<file path="config.mk">
export PLATFORM = sky130hd
export DESIGN_NAME = adcs_top
export DESIGN_NICKNAME = d
export VERILOG_FILES = /design/src/adcs_pkg.sv /design/src/adcs_trig.sv /design/src/adcs_sar.sv /design/src/adcs_top.sv
export VERILOG_INCLUDE_DIRS = /design/src
export SDC_FILE = /design/constraint.sdc
export NUM_CORES = 1
export LEC_CHECK = 0
export BUFFER_PORTS_ARGS = -buffer_cell sky130_fd_sc_hd__buf_4
export CAP_MARGIN = 20
export CORE_UTILIZATION = 25
export CTS_BUF_LIST = sky130_fd_sc_hd__clkbuf_2
export DETAILED_ROUTE_END_ITERATION = 8
export PLACE_DENSITY = 0.49
export SYNTH_ARGS = -nofsm -noshare
export SYNTH_HDL_FRONTEND = slang
export SYNTH_SLANG_ARGS = --single-unit
</file>
<file path="constraint.sdc">
create_clock -name i_mclk -period 2.99 [get_ports i_mclk]
set_input_delay 0 -clock i_mclk [delete_from_list [all_inputs] [get_ports i_mclk]]
set_output_delay 0 -clock i_mclk [all_outputs]
set_load 0.03 [all_outputs]
</file>
<file path="src/adcs_params.svh">
`ifndef ADCS_PARAMS_SVH
`define ADCS_PARAMS_SVH

// ==========================================================
// Register map (byte addresses on the Avalon-MM slave)
`define ADCS_OFF_MODE0 8'h00
`define ADCS_OFF_MODE2 8'h04
`define ADCS_OFF_CHSEL 8'h08
`define ADCS_OFF_PFM 8'h0C
`define ADCS_OFF_PFT 8'h10
`define ADCS_OFF_RES 8'h40
`define ADCS_OFF_RES_END 8'h70

// ==========================================================
// Field positions
`define ADCS_B_EN 0
`define ADCS_B_HW 1
`define ADCS_B_MD_LO 2
`define ADCS_B_MD_HI 3
`define ADCS_B_EF 4
`define ADCS_B_PFE 0
`define ADCS_B_PFC 1

// ==========================================================
// Sizes and reset values
`define ADCS_RES_W 10
`define ADCS_NCH 12
`define ADCS_CH_MAX 4'hB
`define ADCS_MSB_IDX 4'h9
`define ADCS_RST_BYTE 8'h00
`define ADCS_RST_RES 10'h000

// ==========================================================
// Timing: sample window and post-enable stabilization
`define ADCS_CLK_NS 10
`define ADCS_SAMPLE_CYC 4'h8
`define ADCS_STAB_NS 1000
`define ADCS_STAB_CYC ((`ADCS_STAB_NS + `ADCS_CLK_NS - 1) / `ADCS_CLK_NS)

`endif

</file>
<file path="src/adcs_pkg.sv">
package adcs_pkg;
	// Sequencer states
	typedef enum logic [2:0] {
		ADCS_S_OFF = 3'b000,
		ADCS_S_STAB = 3'b001,
		ADCS_S_WAIT = 3'b010,
		ADCS_S_CONV = 3'b011,
		ADCS_S_HALT = 3'b100
	} adcs_state_type;

	// Operation mode field: bit 0 scan, bit 1 one-shot
	typedef enum logic [1:0] {
		ADCS_MD_CONT_SEL = 2'b00,
		ADCS_MD_CONT_SCAN = 2'b01,
		ADCS_MD_ONE_SEL = 2'b10,
		ADCS_MD_ONE_SCAN = 2'b11
	} adcs_opmode_type;

	// Hardware trigger source select
	typedef enum logic [1:0] {
		ADCS_TRG_EXT = 2'b00,
		ADCS_TRG_TMR0 = 2'b01,
		ADCS_TRG_TMR1 = 2'b10,
		ADCS_TRG_BAD = 2'b11
	} adcs_trig_type;
endpackage : adcs_pkg

</file>
<file path="src/adcs_trig.sv">
`timescale 1ns/1ps
`default_nettype none
module adcs_trig (
	input wire logic i_mclk,
	input wire logic i_srst,
	input wire logic i_ce,
	input wire adcs_pkg::adcs_trig_type i_sel,
	input wire logic i_match0,
	input wire logic i_match1,
	output logic o_pulse
);
	import adcs_pkg::*;
	logic m0_q;
	logic m1_q;

	// ==========================================================
	// Previous levels for rising-edge detection
	always_ff @(posedge i_mclk) begin
		if (i_srst) begin
			m0_q <= 1'b0;
			m1_q <= 1'b0;
		end else if (i_ce) begin
			m0_q <= i_match0;
			m1_q <= i_match1;
		end
	end

	// External pin lives elsewhere; 11 is stored in the select register but never fires
	assign o_pulse = (i_sel == ADCS_TRG_TMR0) ? (i_match0 && !m0_q) :
		(i_sel == ADCS_TRG_TMR1) ? (i_match1 && !m1_q) : 1'b0;
endmodule : adcs_trig
`default_nettype wire

</file>
<file path="src/adcs_sar.sv">
`timescale 1ns/1ps
`default_nettype none
`include "adcs_params.svh"
module adcs_sar #(
	parameter int W = `ADCS_RES_W
) (
	input wire logic i_mclk,
	input wire logic i_srst,
	input wire logic i_ce,
	input wire logic i_start,
	input wire logic i_abort,
	input wire logic i_cmp_ge,
	output logic o_sample,
	output logic [W-1:0] o_trial,
	output logic o_done,
	output logic [W-1:0] o_result
);
	import adcs_pkg::*;
	logic [3:0] cnt_q;
	logic [3:0] bit_q;
	logic busy_q;
	logic [W-1:0] kept;

	function automatic logic [W-1:0] onehot(input logic [3:0] b);
		onehot = {{(W-1){1'b0}}, 1'b1} << b;
	endfunction : onehot

	// Trial bit survives only when the input is at or above the tap
	assign kept = i_cmp_ge ? o_trial : (o_trial & ~onehot(bit_q));

	// ==========================================================
	// Sample, then one comparison per clock from MSB down
	always_ff @(posedge i_mclk) begin
		if (i_srst) begin
			cnt_q <= 4'h0;
			bit_q <= 4'h0;
			busy_q <= 1'b0;
			o_sample <= 1'b0;
			o_trial <= '0;
			o_done <= 1'b0;
			o_result <= '0;
		end else if (i_ce) begin
			o_done <= 1'b0;
			if (i_start) begin // A start also restarts a running conversion
				o_sample <= 1'b1;
				cnt_q <= `ADCS_SAMPLE_CYC;
				busy_q <= 1'b0;
				o_trial <= '0;
			end else if (i_abort) begin
				o_sample <= 1'b0;
				busy_q <= 1'b0;
			end else if (o_sample) begin
				cnt_q <= cnt_q - 4'h1;
				if (cnt_q == 4'h1) begin
					o_sample <= 1'b0;
					busy_q <= 1'b1;
					bit_q <= `ADCS_MSB_IDX;
					o_trial <= onehot(`ADCS_MSB_IDX);
				end
			end else if (busy_q) begin
				if (bit_q == 4'h0) begin
					busy_q <= 1'b0;
					o_done <= 1'b1;
					o_result <= kept;
					o_trial <= kept;
				end else begin
					bit_q <= bit_q - 4'h1;
					o_trial <= kept | onehot(bit_q - 4'h1);
				end
			end
		end
	end
endmodule : adcs_sar
`default_nettype wire

</file>
<file path="src/adcs_top.sv">
// The register addresses and the Avalon-MM interface to the registers were chosen for this implementation.
`timescale 1ns/1ps
`default_nettype none
`include "adcs_params.svh"
// What this block does
// - Timer trigger starts on compare-match rising edge
// - Source select: 01 timer0, 10 timer1; 00 (pin) and 11 never fire here
// - Hardware mode waits for trigger after enable
// - Each completion stores, signals end, re-waits
// - Active flag high converting, low while waiting
// - Trigger during conversion restarts it
// - Config write during conversion: hardware mode returns to waiting, software mode restarts
// - Four operation modes via two-bit field
// - Continuous select repeats one channel
// - Continuous scan runs 0..selected, then repeats
// - One-shot select converts once then stops
// - One-shot scan runs 0..selected once
// - Compare off: end event at normal point
// - Polarity 0: end only if upper byte >= threshold
// - Polarity 1: end only if upper byte < threshold
// - Result always stored; only end event suppressed
// - Ten-bit result moved into channel register
// - Software mode starts on enable at once
module adcs_top #(
	parameter int NCH = `ADCS_NCH
) (
	input wire logic i_mclk,
	input wire logic i_srst,
	input wire logic i_ce,
	input wire logic [7:0] i_address,
	input wire logic i_read,
	input wire logic i_write,
	input wire logic [31:0] i_writedata,
	input wire logic [3:0] i_byteenable,
	output logic [31:0] o_readdata,
	output logic o_waitrequest,
	input wire logic i_timer_match_event_0,
	input wire logic i_timer_match_event_1,
	input wire logic i_cmp_ge,
	output logic o_sample,
	output logic [`ADCS_RES_W-1:0] o_sar_trial,
	output logic [3:0] o_analog_chan,
	output logic o_conversion_end_event,
	output logic o_conversion_active_flag
);
	import adcs_pkg::*;

	localparam int STAB_CYC = `ADCS_STAB_CYC;
	localparam logic [7:0] PFT_RST = `ADCS_RST_BYTE;

	adcs_state_type state_q, state_d;
	logic en_q, hw_q;
	adcs_opmode_type md_q;
	adcs_trig_type tsel_q;
	logic [3:0] chsel_q, ch_q, ch_d;
	logic pfe_q, pfc_q, pfok_q, pfok_d;
	logic [7:0] pft_q;
	logic [15:0] stab_q, stab_d;
	logic [`ADCS_RES_W-1:0] res_q [NCH];
	logic go_d, go_q, abort_q, end_d, wr_res;
	logic sar_done;
	logic [`ADCS_RES_W-1:0] sar_res;
	logic trig;

	// ==========================================================
	// Bus decode: a request is served on the cycle waitrequest is low
	wire req = i_read || i_write;
	wire wr_fire = i_write && !o_waitrequest && i_byteenable[0];
	wire w_mode0 = wr_fire && (i_address == `ADCS_OFF_MODE0);
	wire w_mode2 = wr_fire && (i_address == `ADCS_OFF_MODE2);
	wire w_chsel = wr_fire && (i_address == `ADCS_OFF_CHSEL);
	wire w_pfm = wr_fire && (i_address == `ADCS_OFF_PFM);
	wire w_pft = wr_fire && (i_address == `ADCS_OFF_PFT);
	wire cfg_wr = w_mode2 || w_chsel || w_pfm || w_pft;
	wire new_en = i_writedata[`ADCS_B_EN];
	wire hw_eff = w_mode0 ? i_writedata[`ADCS_B_HW] : hw_q;
	wire [1:0] md_eff = w_mode0 ? i_writedata[`ADCS_B_MD_HI:`ADCS_B_MD_LO] : md_q;
	wire [3:0] chsel_eff = w_chsel ? clamp_ch(i_writedata[3:0]) : chsel_q;
	wire is_res = (i_address >= `ADCS_OFF_RES) && (i_address < `ADCS_OFF_RES_END);
	wire [7:0] res_off = i_address - `ADCS_OFF_RES;
	wire [3:0] res_idx = res_off[5:2];

	// Channel numbers above the last input are pinned to the last one
	function automatic logic [3:0] clamp_ch(input logic [3:0] c);
		clamp_ch = (c > `ADCS_CH_MAX) ? `ADCS_CH_MAX : c;
	endfunction : clamp_ch

	// Scan modes begin at channel 0, select modes at the chosen one
	function automatic logic [3:0] first_ch(input logic [1:0] md, input logic [3:0] sel);
		first_ch = md[0] ? 4'h0 : sel;
	endfunction : first_ch

	// ==========================================================
	// Comparison on the conversion just finished
	wire [7:0] res_hi = sar_res[`ADCS_RES_W-1:`ADCS_RES_W-8];
	wire cmp_hit = pfc_q ? (res_hi < pft_q) : (res_hi >= pft_q);
	wire ok_now = !pfe_q || cmp_hit;
	wire ok_seq = (ch_q == 4'h0) ? ok_now : pfok_q;
	wire scan = md_q[0];
	wire last = !scan || (ch_q >= chsel_q);

	// ==========================================================
	// Read mux
	wire [31:0] rd_word =
		(i_address == `ADCS_OFF_MODE0) ? {27'h0, o_conversion_active_flag, md_q, hw_q, en_q} :
		(i_address == `ADCS_OFF_MODE2) ? {30'h0, tsel_q} :
		(i_address == `ADCS_OFF_CHSEL) ? {28'h0, chsel_q} :
		(i_address == `ADCS_OFF_PFM) ? {30'h0, pfc_q, pfe_q} :
		(i_address == `ADCS_OFF_PFT) ? {24'h0, pft_q} :
		(is_res && res_idx < NCH[3:0]) ? {22'h0, res_q[res_idx]} : 32'h0;

	// ==========================================================
	// Sequencer next state; bus writes take priority over engine events
	always_comb begin
		state_d = state_q;
		ch_d = ch_q;
		go_d = 1'b0;
		stab_d = stab_q;
		end_d = 1'b0;
		pfok_d = pfok_q;
		wr_res = 1'b0;
		if (w_mode0 && !new_en) begin
			state_d = ADCS_S_OFF;
		end else if (w_mode0 && hw_eff && (state_q == ADCS_S_OFF || state_q == ADCS_S_HALT)) begin
			state_d = ADCS_S_STAB;
			stab_d = STAB_CYC[15:0];
		end else if ((w_mode0 || (cfg_wr && state_q == ADCS_S_CONV)) && !hw_eff) begin
			state_d = ADCS_S_CONV;
			go_d = 1'b1;
			ch_d = first_ch(md_eff, chsel_eff);
		end else if ((w_mode0 || cfg_wr) && state_q == ADCS_S_CONV) begin
			state_d = ADCS_S_WAIT;
		end else begin
			case (state_q)
				ADCS_S_STAB: begin
					if (stab_q == 16'h0) begin
						state_d = ADCS_S_WAIT;
					end else begin
						stab_d = stab_q - 16'h1;
					end
				end
				ADCS_S_WAIT: begin
					if (trig) begin
						state_d = ADCS_S_CONV;
						go_d = 1'b1;
						ch_d = first_ch(md_q, chsel_q);
					end
				end
				ADCS_S_CONV: begin
					if (trig && hw_q) begin
						go_d = 1'b1;
						ch_d = first_ch(md_q, chsel_q);
					end else if (sar_done) begin
						wr_res = 1'b1;
						if (ch_q == 4'h0) begin
							pfok_d = ok_now;
						end
						if (!last) begin
							go_d = 1'b1;
							ch_d = ch_q + 4'h1;
						end else begin
							end_d = scan ? ok_seq : ok_now;
							if (hw_q) begin
								state_d = ADCS_S_WAIT;
							end else if (md_q[1]) begin
								state_d = ADCS_S_HALT;
							end else begin
								go_d = 1'b1;
								ch_d = first_ch(md_q, chsel_q);
							end
						end
					end
				end
				default: begin
				end
			endcase
		end
	end

	// ==========================================================
	// Bus slave: one wait cycle, then the answer stands for one cycle
	always_ff @(posedge i_mclk) begin
		if (i_srst) begin
			o_waitrequest <= 1'b1;
			o_readdata <= 32'h0;
		end else if (i_ce) begin
			o_waitrequest <= !(req && o_waitrequest);
			o_readdata <= rd_word;
		end
	end

	// ==========================================================
	// Software-visible configuration
	always_ff @(posedge i_mclk) begin
		if (i_srst) begin
			en_q <= 1'b0;
			hw_q <= 1'b0;
			md_q <= ADCS_MD_CONT_SEL;
			tsel_q <= ADCS_TRG_EXT;
			chsel_q <= 4'h0;
			pfe_q <= 1'b0;
			pfc_q <= 1'b0;
			pft_q <= PFT_RST;
		end else if (i_ce) begin
			if (w_mode0) begin
				en_q <= new_en;
				hw_q <= i_writedata[`ADCS_B_HW];
				md_q <= adcs_opmode_type'(i_writedata[`ADCS_B_MD_HI:`ADCS_B_MD_LO]);
			end
			if (w_mode2) tsel_q <= adcs_trig_type'(i_writedata[1:0]);
			if (w_chsel) chsel_q <= chsel_eff;
			if (w_pfm) begin
				pfe_q <= i_writedata[`ADCS_B_PFE];
				pfc_q <= i_writedata[`ADCS_B_PFC];
			end
			if (w_pft) pft_q <= i_writedata[7:0];
		end
	end

	// ==========================================================
	// Sequencer state, engine strobes and result store
	always_ff @(posedge i_mclk) begin
		if (i_srst) begin
			state_q <= ADCS_S_OFF;
			ch_q <= 4'h0;
			stab_q <= 16'h0;
			pfok_q <= 1'b0;
			go_q <= 1'b0;
			abort_q <= 1'b0;
			o_conversion_end_event <= 1'b0;
			o_conversion_active_flag <= 1'b0;
			for (int i = 0; i < NCH; i++) res_q[i] <= `ADCS_RST_RES;
		end else if (i_ce) begin
			state_q <= state_d;
			ch_q <= ch_d;
			stab_q <= stab_d;
			pfok_q <= pfok_d;
			go_q <= go_d;
			abort_q <= (state_q == ADCS_S_CONV) && (state_d != ADCS_S_CONV);
			o_conversion_end_event <= end_d;
			o_conversion_active_flag <= (state_d == ADCS_S_CONV);
			if (wr_res && ch_q < NCH[3:0]) res_q[ch_q] <= sar_res;
		end
	end

	assign o_analog_chan = ch_q;

	adcs_trig u_trig (
		.i_mclk(i_mclk),
		.i_srst(i_srst),
		.i_ce(i_ce),
		.i_sel(tsel_q),
		.i_match0(i_timer_match_event_0),
		.i_match1(i_timer_match_event_1),
		.o_pulse(trig)
	);

	adcs_sar #(.W(`ADCS_RES_W)) u_sar (
		.i_mclk(i_mclk),
		.i_srst(i_srst),
		.i_ce(i_ce),
		.i_start(go_q),
		.i_abort(abort_q),
		.i_cmp_ge(i_cmp_ge),
		.o_sample(o_sample),
		.o_trial(o_sar_trial),
		.o_done(sar_done),
		.o_result(sar_res)
	);
endmodule : adcs_top
`default_nettype wire

</file>
==> results of run 1 <==
## cell usage in the layout (no fill, tap or decap), types with 24 or more instances in the layout
cell,Yosys,final
edfxtp_1,120,120
and2_1,113,113
buf_4,26,98
clkbuf_2,0,94
dfxtp_1,92,92
nor2_1,76,76
nand2_1,71,71
a21oi_1,63,63
dlygate4sd3_1,0,62
o21ai_0,41,35
mux2i_1,34,34
nor3_1,33,33
inv_1,30,30
mux4_2,26,26
ha_1,24,24
## final timing paths
path | startpoint | endpoint | slack [ps] | cells past startpoint
hold reg to reg | u_sar.o_result[2] | u_sar.o_result[2] | 460 | 2
setup reg to reg | tsel_q[1] | res_q[3][8] | 210 | 6
setup / recovery | i_address[5] | md_q[1] | 10 | 11
hold / removal | i_writedata[0] | state_q[0] | 120 | 4
## flip-flops by register name (all words and copies together), names as in the netlist, 2 cells and up
name,cells
chsel_q,4
md_q,2
o_analog_chan,4
o_readdata,10
pft_q,8
res_q,120
stab_q,16
state_q,3
tsel_q,2
u_sar.bit_q,4
u_sar.cnt_q,4
u_sar.o_result,10
u_sar.o_trial,10
## worst max-delay path, cell delays in order
cell           delay (ps)
dlygate4sd3_1         540
buf_4                 190
or4_1                 620
buf_4                 210
dlygate4sd3_1         630
nor2_8                170
nand2_1               180
nor2_1                240
dlygate4sd3_1         680
mux2i_1               220
nor2_1                 60
## through the flow
stage / setup WS (ps) / TNS, ps / hold WS, ps
final: 12.3 / 0 / 117
after global routing: 13.0 / 0 / 52.4
after CTS: 139 / 0 / 39.0
after detailed placement: 277 / 0 / 252
after global placement: 273 / 0 / 244
after floorplan: -75.4 / -3280 / 144
## cell families after synthesis
| family | after synthesis |
|---|---|
| other | 1 |
| AO/OA/AOI/OAI | 197 |
| flip-flops | 212 |
| adder cells (fa/ha/maj) | 24 |
| multiplexers | 67 |
| buffers and inverters | 115 |
| XOR/XNOR | 9 |
| AND/OR/NAND/NOR | 429 |
## power by group through the flow
stage	Sequential, mW	Clock (mW)	Combinational (mW)
after floorplan	3.42	0	1.08
after global placement	3.44	0	1.40
after detailed placement	3.44	0	1.43
after CTS	3.38	2.19	1.48
after global routing	3.40	2.35	1.64
final	3.38	2.10	1.47
## final cells by class
type	instances	area share, %
Sequential cell	212	40.7
Multi-Input combinational cell	748	38.7
Timing Repair Buffer	161	10.3
Tap cell	585	5.47
Clock buffer	94	3.51
Inverter	31	0.869
Clock inverter	12	0.439
Antenna cell	1	0.0187
## per-layer routing
layer  up-vias  wire (um)  GRT usage (%)
li1       4163          -              -
met1      4204      14700           19.0
met2       261      15300           23.7
met3        56       1600           2.59
met4         0        692           5.09
met5         -          0              0
## what timing repair did
action | in CTS | in global routing
hold endpoints to repair | 143 | 0
hold buffers | 62 | 0
buffers inserted | 0 | 0
==> run_results.csv, run 1 <==
group,metric,value,unit
logic_synthesis,ys_warn_count,0,
global_routing,grt_pass1_vias,8610,
outcome,outcome,"complete, no violations",
pwr,p_sw,2.29,mW
hold_path,hp-class,"input pin to register",
logic_synthesis,syn_inst,1054,
placed_design,io_buffers,52,
drt,num_vias,8684,
pwr,swShare,32.9,%
placed_design,dpl_cell_area,12200,um^2
clock_tree,clock_sinks,212,
layout,multiInputGateArea,5190,um^2
pwr,internal-power,4.67,mW
layout,seq_area,5450,um^2
drt,routed_wl,32.3,mm
placed_design,dp_cells,1675,
logic_synthesis,synth_compound_area_share,11.5,%
pwr,power,6.95,mW
layout,fillers,4516,
pwr,pwr-share-seq,48.6,%
clock_tree,ctsHtreeMaxLevel,2,
setup_path,cp-end-kind,"register",
logic_synthesis,async_flop_share,0,%
die,core_area,43500,um^2
layout,areaGrowthSynthToFinish,20.5,%
setup_path,worstPathRequired,3760,ps
drt,drt_pass1_iterations,6,
placed_design,dpl.hpwl,21.9,mm
logic_synthesis,synth_edf_count,120,
sta,worst_slew_margin_rel,43.9,%
global_routing,grtUsageTotal,14.5,%
layout,drive_above_1_share,20.9,%
logic_synthesis,synthMostInstantiatedCell,"edfxtp_1",
clock_tree,cts_buffers,60,
layout,fin_util,30.8,%
sta,finalHoldViolCount,0,
logic_synthesis,synth_xor_area_share,0.709,%
logic_synthesis,synth_top_family_by_area,"simple AND/OR/NAND/NOR gates",
clock_tree,cts_tree,"done",
setup_path,path_max_fanout,12,
sta,rsz0062_at_grt,"no",
logic_synthesis,syn-cell-area,11100,um^2
sta,finClkSkew,67.2,ps
global_routing,gr-total-overflow,0,
logic_synthesis,synth_fa_ha_area_share,2.70,%
pwr,p_leak,4.98,nW
drt,ant_nets,0,
clock_tree,ctsResizeCount,0,
logic_synthesis,ys_seq_area_share,49.0,%
die,ios,102,
logic_synthesis,synth.distinct_cells,83,
logic_synthesis,synth-simple-area-share,22.0,%
logic_synthesis,synth_top_area_cell,"edfxtp_1",
global_routing,grt_max_degree,74,
clock_tree,clk-insertion-delay-late,920,ps
drt,wl_per_cell,17.5,um
drt,viasPerCell,4.71,
global_routing,grt_first_pass_wirelength,49.8,mm
layout,finalInstanceArea,13400,um^2
sta,worst_pin_slew,841,ps
layout,fin_cells,1844,
drt,first_iter_violations,531,
logic_synthesis,synth_top_area_share,32.4,%
logic_synthesis,synth-main-ff-cell,"edfxtp_1",
die,die_width,213,um
sta,period_minus_slack,2980,ps
sta,max_freq,336,MHz
pwr,pwr-share-comb,21.2,%
logic_synthesis,yosys-top-cells-area,"edfxtp_1 (32%), dfxtp_1 (17%), and2_1 (6.4%)",
pwr,ir_drop,0.314,mV
logic_synthesis,synthMuxAreaShare,9.04,%
sta,fin_crit_sh,99.6,%
die,die_h,213,um
global_routing,antenna_found_initial,1,
pwr,p_clk_share,30.2,%
setup_path,start_kind,"input pin",
logic_synthesis,synth_common_cells,"edfxtp_1 (120), and2_1 (113), dfxtp_1 (92)",
placed_design,finalWeightedCongestion,0.906,
die,rows,76,
die,start_util,25.6,%
clock_tree,cts.path.max_buffers,3,
setup_path,cp.arrival,3750,ps
die,die_area,45300,um^2
logic_synthesis,syn_avg_cell_area,10.5,um^2
sta,drv_slew,0,
clock_tree,clk_transition_reported_paths,90,ps
setup_path,worstSetupPathType,"input pin to register",
layout,nets,1290,
drt,drc,0,
logic_synthesis,synth-seq-cells,212,
clock_tree,cts_root_buf,"clkbuf_2",
sta,final-setup-viol-count,0,
run,maxCapViolCount,0,
pwr,powerDensity,519,nW/um^2
Note: power is estimated with default switching activity, not from simulation.
==> run 2: changes to the inputs <==
Settings changed: CORE_ASPECT_RATIO set to 1.75, CORE_UTILIZATION 25 to 38, PLACE_DENSITY 0.49 to unset.
==> run 2 against run 1 <==
Net effect: sequential share of layout area up 0.67 points; routed wire length fell by 2.7%; utilization increased by 15 points; non-clock buffer count up 16; hold slack gained 18 ps; power is 3.0% lower; clock power shrank 15%.
==> run_results.csv, run 2 (synthesized netlist as in run 1, its figures left out) <==
group,metric,value,unit
die,start_util,38.7,%
pwr,ir_drop,0.597,mV
global_routing,grtUsageTotal,21.4,%
sta,max_freq,336,MHz
layout,areaGrowthSynthToFinish,18.5,%
clock_tree,clk_transition_reported_paths,110,ps
layout,largest_register_ffs,120,
placed_design,dpl_cell_area,12000,um^2
layout,layout_common_cells,"edfxtp_1 (120), and2_1 (113), buf_4 (97), dfxtp_1 (92), dlygate4sd3_1 (77)",
sta,rsz0062_at_grt,"no",
layout,drive_above_1_share,19.1,%
setup_path,cp-end-kind,"register",
setup_path,cp.arrival,3720,ps
run,maxCapViolCount,0,
global_routing,grt_first_pass_wirelength,49.5,mm
hold_path,holdPathStages,4,
setup_path,crit_start,"i_address[4]",
layout,largest-register,"res_q",
die,die_area,30000,um^2
placed_design,dpl.hpwl,22.1,mm
sta,worst_pin_slew,829,ps
clock_tree,cts.path.max_buffers,3,
layout,biggestRegsByFlops,"res_q: 120 flops, stab_q: 16 flops",
drt,wl_per_cell,19.3,um
hold_path,min_from,"i_writedata[0]",
global_routing,grt_use_met2,42.1,%
sta,final-setup-viol-count,0,
layout,final_common_cell,"edfxtp_1",
sta,period_minus_slack,2980,ps
setup_path,path_max_fanout,15,
hold_path,hp-class,"input pin to register",
clock_tree,cts_root_buf,"clkbuf_2",
die,die_width,131,um
setup_path,worstPathRequired,3730,ps
clock_tree,cts_buffers,49,
drt,num_vias,8741,
setup_path,r2r_start,"tsel_q[1]",
sta,whs,135,ps
sta,worst_slew_margin_rel,44.7,%
die,ios,102,
clock_tree,ctsHtreeMaxLevel,2,
placed_design,io_buffers,52,
layout,nets,1295,
global_routing,gr-usage-met1,20.8,%
drt,routed_wl,31.4,mm
sta,drv_slew,0,
drt,ant_nets,0,
setup_path,worstSetupPathType,"input pin to register",
sta,fin_crit_sh,99.6,%
global_routing,grt.busiest_layer,"met2",
layout,fillers,2757,
global_routing,gr-total-overflow,0,
outcome,outcome,"complete, no violations",
drt,drt_pass1_iterations,5,
sta,fin_tns_setup,0,ps
global_routing,grt_max_degree,74,
clock_tree,clk-insertion-delay-late,870,ps
placed_design,finalWeightedCongestion,0.892,
die,rows,82,
drt,first_iter_violations,430,
pwr,p_leak,4.94,nW
clock_tree,cts_tree,"done",
sta,finalHoldViolCount,0,
sta,finClkSkew,41.2,ps
pwr,powerDensity,512,nW/um^2
drt,viasPerCell,5.35,
global_routing,grt_pass1_vias,9227,
global_routing,antenna_found_initial,1,
setup_path,start_kind,"input pin",
layout,finalInstanceArea,13200,um^2
die,core_area,28700,um^2
die,die_h,228,um
global_routing,use_met3,3.31,%
clock_tree,clock_sinks,212,
drt,drc,0,
setup_path,reg2reg_depth,6,
## run 2: stage by stage
| stage | power, mW | util, % | setup WS [ps] | std cells |
|---|---|---|---|---|
| 2_1_floorplan | 4.50 | - | -75.4 | 1075 |
| 3_3_place_gp | 4.91 | 41.7 | 263 | 1469 |
| 3_5_place_dp | 4.96 | 41.7 | 138 | 1469 |
| 4_1_cts | 6.83 | 45.8 | 14.0 | 1633 |
| 5_1_grt | 7.15 | 45.9 | 0.854 | 1633 |
| 6_report | 6.75 | 45.9 | 12.4 | 1633 |
## run 2: cell type report
cell class	count	area, um^2	area share (%)
timing repair buffer	177	1530	11.6
multi-input combinational	748	5190	39.4
antenna	1	2.50	0.0190
tap	378	473	3.59
inverter	31	116	0.883
clock inverter	18	70.1	0.532
clock buffer	68	340	2.58
sequential	212	5450	41.3
## run 2: timing repair
item	4_1_cts	5_1_grt
resized for setup	0	6
buffers inserted	0	0
hold endpoints to repair	100	0
hold buffers	78	0
setup endpoints to repair	0	18
## run 2: worst max-delay path: stages
cell	delay (ps)
dlygate4sd3_1	560
buf_4	200
buf_4	290
or3b_2	480
nor3_2	110
buf_4	200
and3_2	420
mux2i_1	240
dlygate4sd3_1	570
nor2_1	40
dlygate4sd3_1	590
## run 2: per-layer routing
layer  up-vias  share of wire [%]  wire length (um)
met4         0                5.4              1690
met3       100                3.6              1140
met5         -                  0                 0
met2       221                 56             17600
met1      4254                 35             11100
li1       4166                  -                 -
## run 2: path summary, 6_finish.rpt
check / to / slack (ps)
hold / removal: state_q[0] / 130
setup / recovery: pft_q[4] / 10
setup reg to reg: res_q[3][5] / 190
hold reg to reg: u_sar.o_result[2] / 460
## run 2: power breakdown
| part | total [mW] | internal, mW | leakage (nW) | switching, mW |
|---|---|---|---|---|
| Clock | 1.79 | 0.614 | 0.318 | 1.18 |
| Combinational | 1.57 | 0.648 | 2.71 | 0.923 |
| Sequential | 3.39 | 3.25 | 1.91 | 0.138 |
| Total | 6.75 | 4.51 | 4.94 | 2.24 |
==> run 3: changes to the inputs <==
--- a/config.mk
+++ b/config.mk
@@ -13,4 +13,5 @@
 export CTS_BUF_LIST = sky130_fd_sc_hd__clkbuf_2
 export DETAILED_ROUTE_END_ITERATION = 8
+export SLEW_MARGIN = 20
 export SYNTH_ARGS = -nofsm -noshare
 export SYNTH_HDL_FRONTEND = slang
==> constraint.sdc (replaced) <==
create_clock -name i_mclk -period 2.99 [get_ports i_mclk]
set_input_delay 0 -clock i_mclk [delete_from_list [all_inputs] [get_ports i_mclk]]
set_output_delay 0 -clock i_mclk [all_outputs]
set_load 0.005 [all_outputs]
==> run 3 against run 2 <==
Net effect: combinational power shrank 8%; critical path depth decreased by 5; largest power group unchanged; power down 0.26%; first-iteration DRC count is 6.7% lower; global-route usage fell by 0.57 points.
==> run_results.csv, run 3 (synthesized netlist as in run 1, its figures left out) <==
group,metric,value,unit
outcome,outcome,"complete, no violations",
layout,drive_above_1_share,19.7,%
clock_tree,clk_transition_reported_paths,120,ps
sta,worst_slew_margin_rel,49.3,%
clock_tree,clock_sinks,212,
pwr,powerDensity,516,nW/um^2
drt,routed_wl,31.0,mm
drt,viasPerCell,5.33,
run,maxCapViolCount,0,
die,core_area,28700,um^2
clock_tree,clk-insertion-delay-late,840,ps
clock_tree,ctsHtreeMaxLevel,2,
layout,final_common_cell,"edfxtp_1",
sta,max_freq,351,MHz
die,rows,82,
drt,num_vias,8611,
setup_path,cp.arrival,3380,ps
pwr,p_leak,4.90,nW
layout,finalInstanceArea,13000,um^2
die,die_width,131,um
die,die_area,30000,um^2
layout,multiInputGateArea,5190,um^2
placed_design,dpl_cell_area,12000,um^2
global_routing,gr-total-overflow,0,
sta,fin_crit_sh,95.4,%
placed_design,dp_cells,1472,
setup_path,cp_slowest_cell,"or4b_4",
setup_path,cp-end-kind,"register",
layout,areaGrowthSynthToFinish,17.3,%
clock_tree,cts_buffers,49,
clock_tree,cts.path.max_buffers,3,
die,ios,102,
sta,drv_slew,0,
drt,drt_pass1_iterations,4,
sta,rsz0062_at_grt,"no",
drt,wl_per_cell,19.2,um
placed_design,finalWeightedCongestion,0.897,
global_routing,antenna_found_initial,1,
sta,period_minus_slack,2850,ps
setup_path,worstSetupPathType,"register to register",
layout,largest-register,"res_q",
setup_path,critPathMaxStageDelay,550,ps
setup_path,critical-path-top-delay-family,"simple AND/OR/NAND/NOR gates",
sta,finalHoldViolCount,0,
clock_tree,cts_root_buf,"clkbuf_2",
setup_path,crit_buf_inv,1,
drt,drc,0,
setup_path,worstPathRequired,3520,ps
sta,worst_pin_slew,759,ps
global_routing,grt_first_pass_wirelength,48.2,mm
global_routing,grt_pass1_vias,9042,
setup_path,path_max_fanout,13,
sta,fin_tns_setup,0,ps
drt,ant_nets,0,
layout,layout_common_cells,"edfxtp_1 (120), and2_1 (113), buf_4 (103), dfxtp_1 (92), nor2_1 (76)",
clock_tree,cts_tree,"done",
pwr,ir_drop,0.498,mV
placed_design,io_buffers,52,
sta,final-setup-viol-count,0,
placed_design,dpl.hpwl,22.5,mm
layout,biggestRegsByFlops,"res_q: 120 flops, stab_q: 16 flops",
clock_tree,cts_setup_buffers,0,
sta,finClkSkew,45.3,ps
setup_path,cp_cell_sequence,"and4bb_1, o21ai_1, or4b_4, or3_1, o21ai_0, buf_4",
layout,seq_area,5450,um^2
die,die_h,228,um
layout,fin_cells,1617,
global_routing,grtUsageTotal,20.9,%
drt,first_iter_violations,401,
clock_tree,ctsResizeCount,0,
layout,largest_register_ffs,120,
setup_path,start_kind,"register",
hold_path,hp-class,"input pin to register",
die,start_util,38.7,%
global_routing,grt_max_degree,49,
layout,fillers,2773,
layout,nets,1281,
[run 3: stage by stage]
stage          hold slack, ps  util (%)  power (mW)  setup WS (ps)
2_1_floorplan             144         -        4.45           22.8
5_1_grt                  15.8      45.4        7.12           23.0
6_report                 75.5      45.4        6.73            138
3_3_place_gp              250      41.8        4.81            243
3_5_place_dp              257      41.8        4.84            172
4_1_cts                  4.44      45.4        6.78            198
[run 3: cell type report]
cell class | count | share of cell area, %
flip-flops and latches | 212 | 41.8
multi-input cells | 748 | 39.8
repair buffers | 163 | 10.5
well taps | 378 | 3.63
clock buffers | 71 | 2.73
inverters | 31 | 0.893
clock inverters | 13 | 0.624
diodes | 1 | 0.0192
[run 3: worst paths after layout]
path	cells after the start	slack, ps	startpoint	end
worst min-delay path	6	80	i_address[0]	abort_q
worst min register to register	2	460	u_sar.o_result[2]	u_sar.o_result[2]
worst max register to register	6	140	u_trig.m1_q	res_q[0][6]
worst max-delay path	6	140	u_trig.m1_q	res_q[0][6]
[run 3: routing by layer]
metal | vias to the layer above | share of wire [%] | wire length (um) | track usage (%)
met3 | 110 | 3.2 | 979 | 2.56
met4 | 0 | 7.6 | 2360 | 15.9
met1 | 4143 | 34 | 10600 | 19.6
li1 | 4123 | - | - | -
met5 | - | 0 | 0 | 0
met2 | 235 | 55 | 17100 | 40.4
[run 3: power by group]
part           switching [mW]  leakage (nW)  internal [mW]
logic                   0.850          2.66          0.604
clock network            1.18         0.331          0.717
registers               0.136          1.91           3.25
[run 3: repair_timing]
| item | 4_1_cts | 5_1_grt |
|---|---|---|
| endpoints found under the setup margin | 0 | 0 |
| hold buffers | 60 | 0 |
| endpoints found under the hold margin | 90 | 0 |
[run 3: worst min-delay path, delay by kind of cell]
kind / cells / cell delay, ps
buffers and inverters: 1 / 90
AOI/OAI and AO/OA: 1 / 310
and+or+nand+nor: 4 / 440
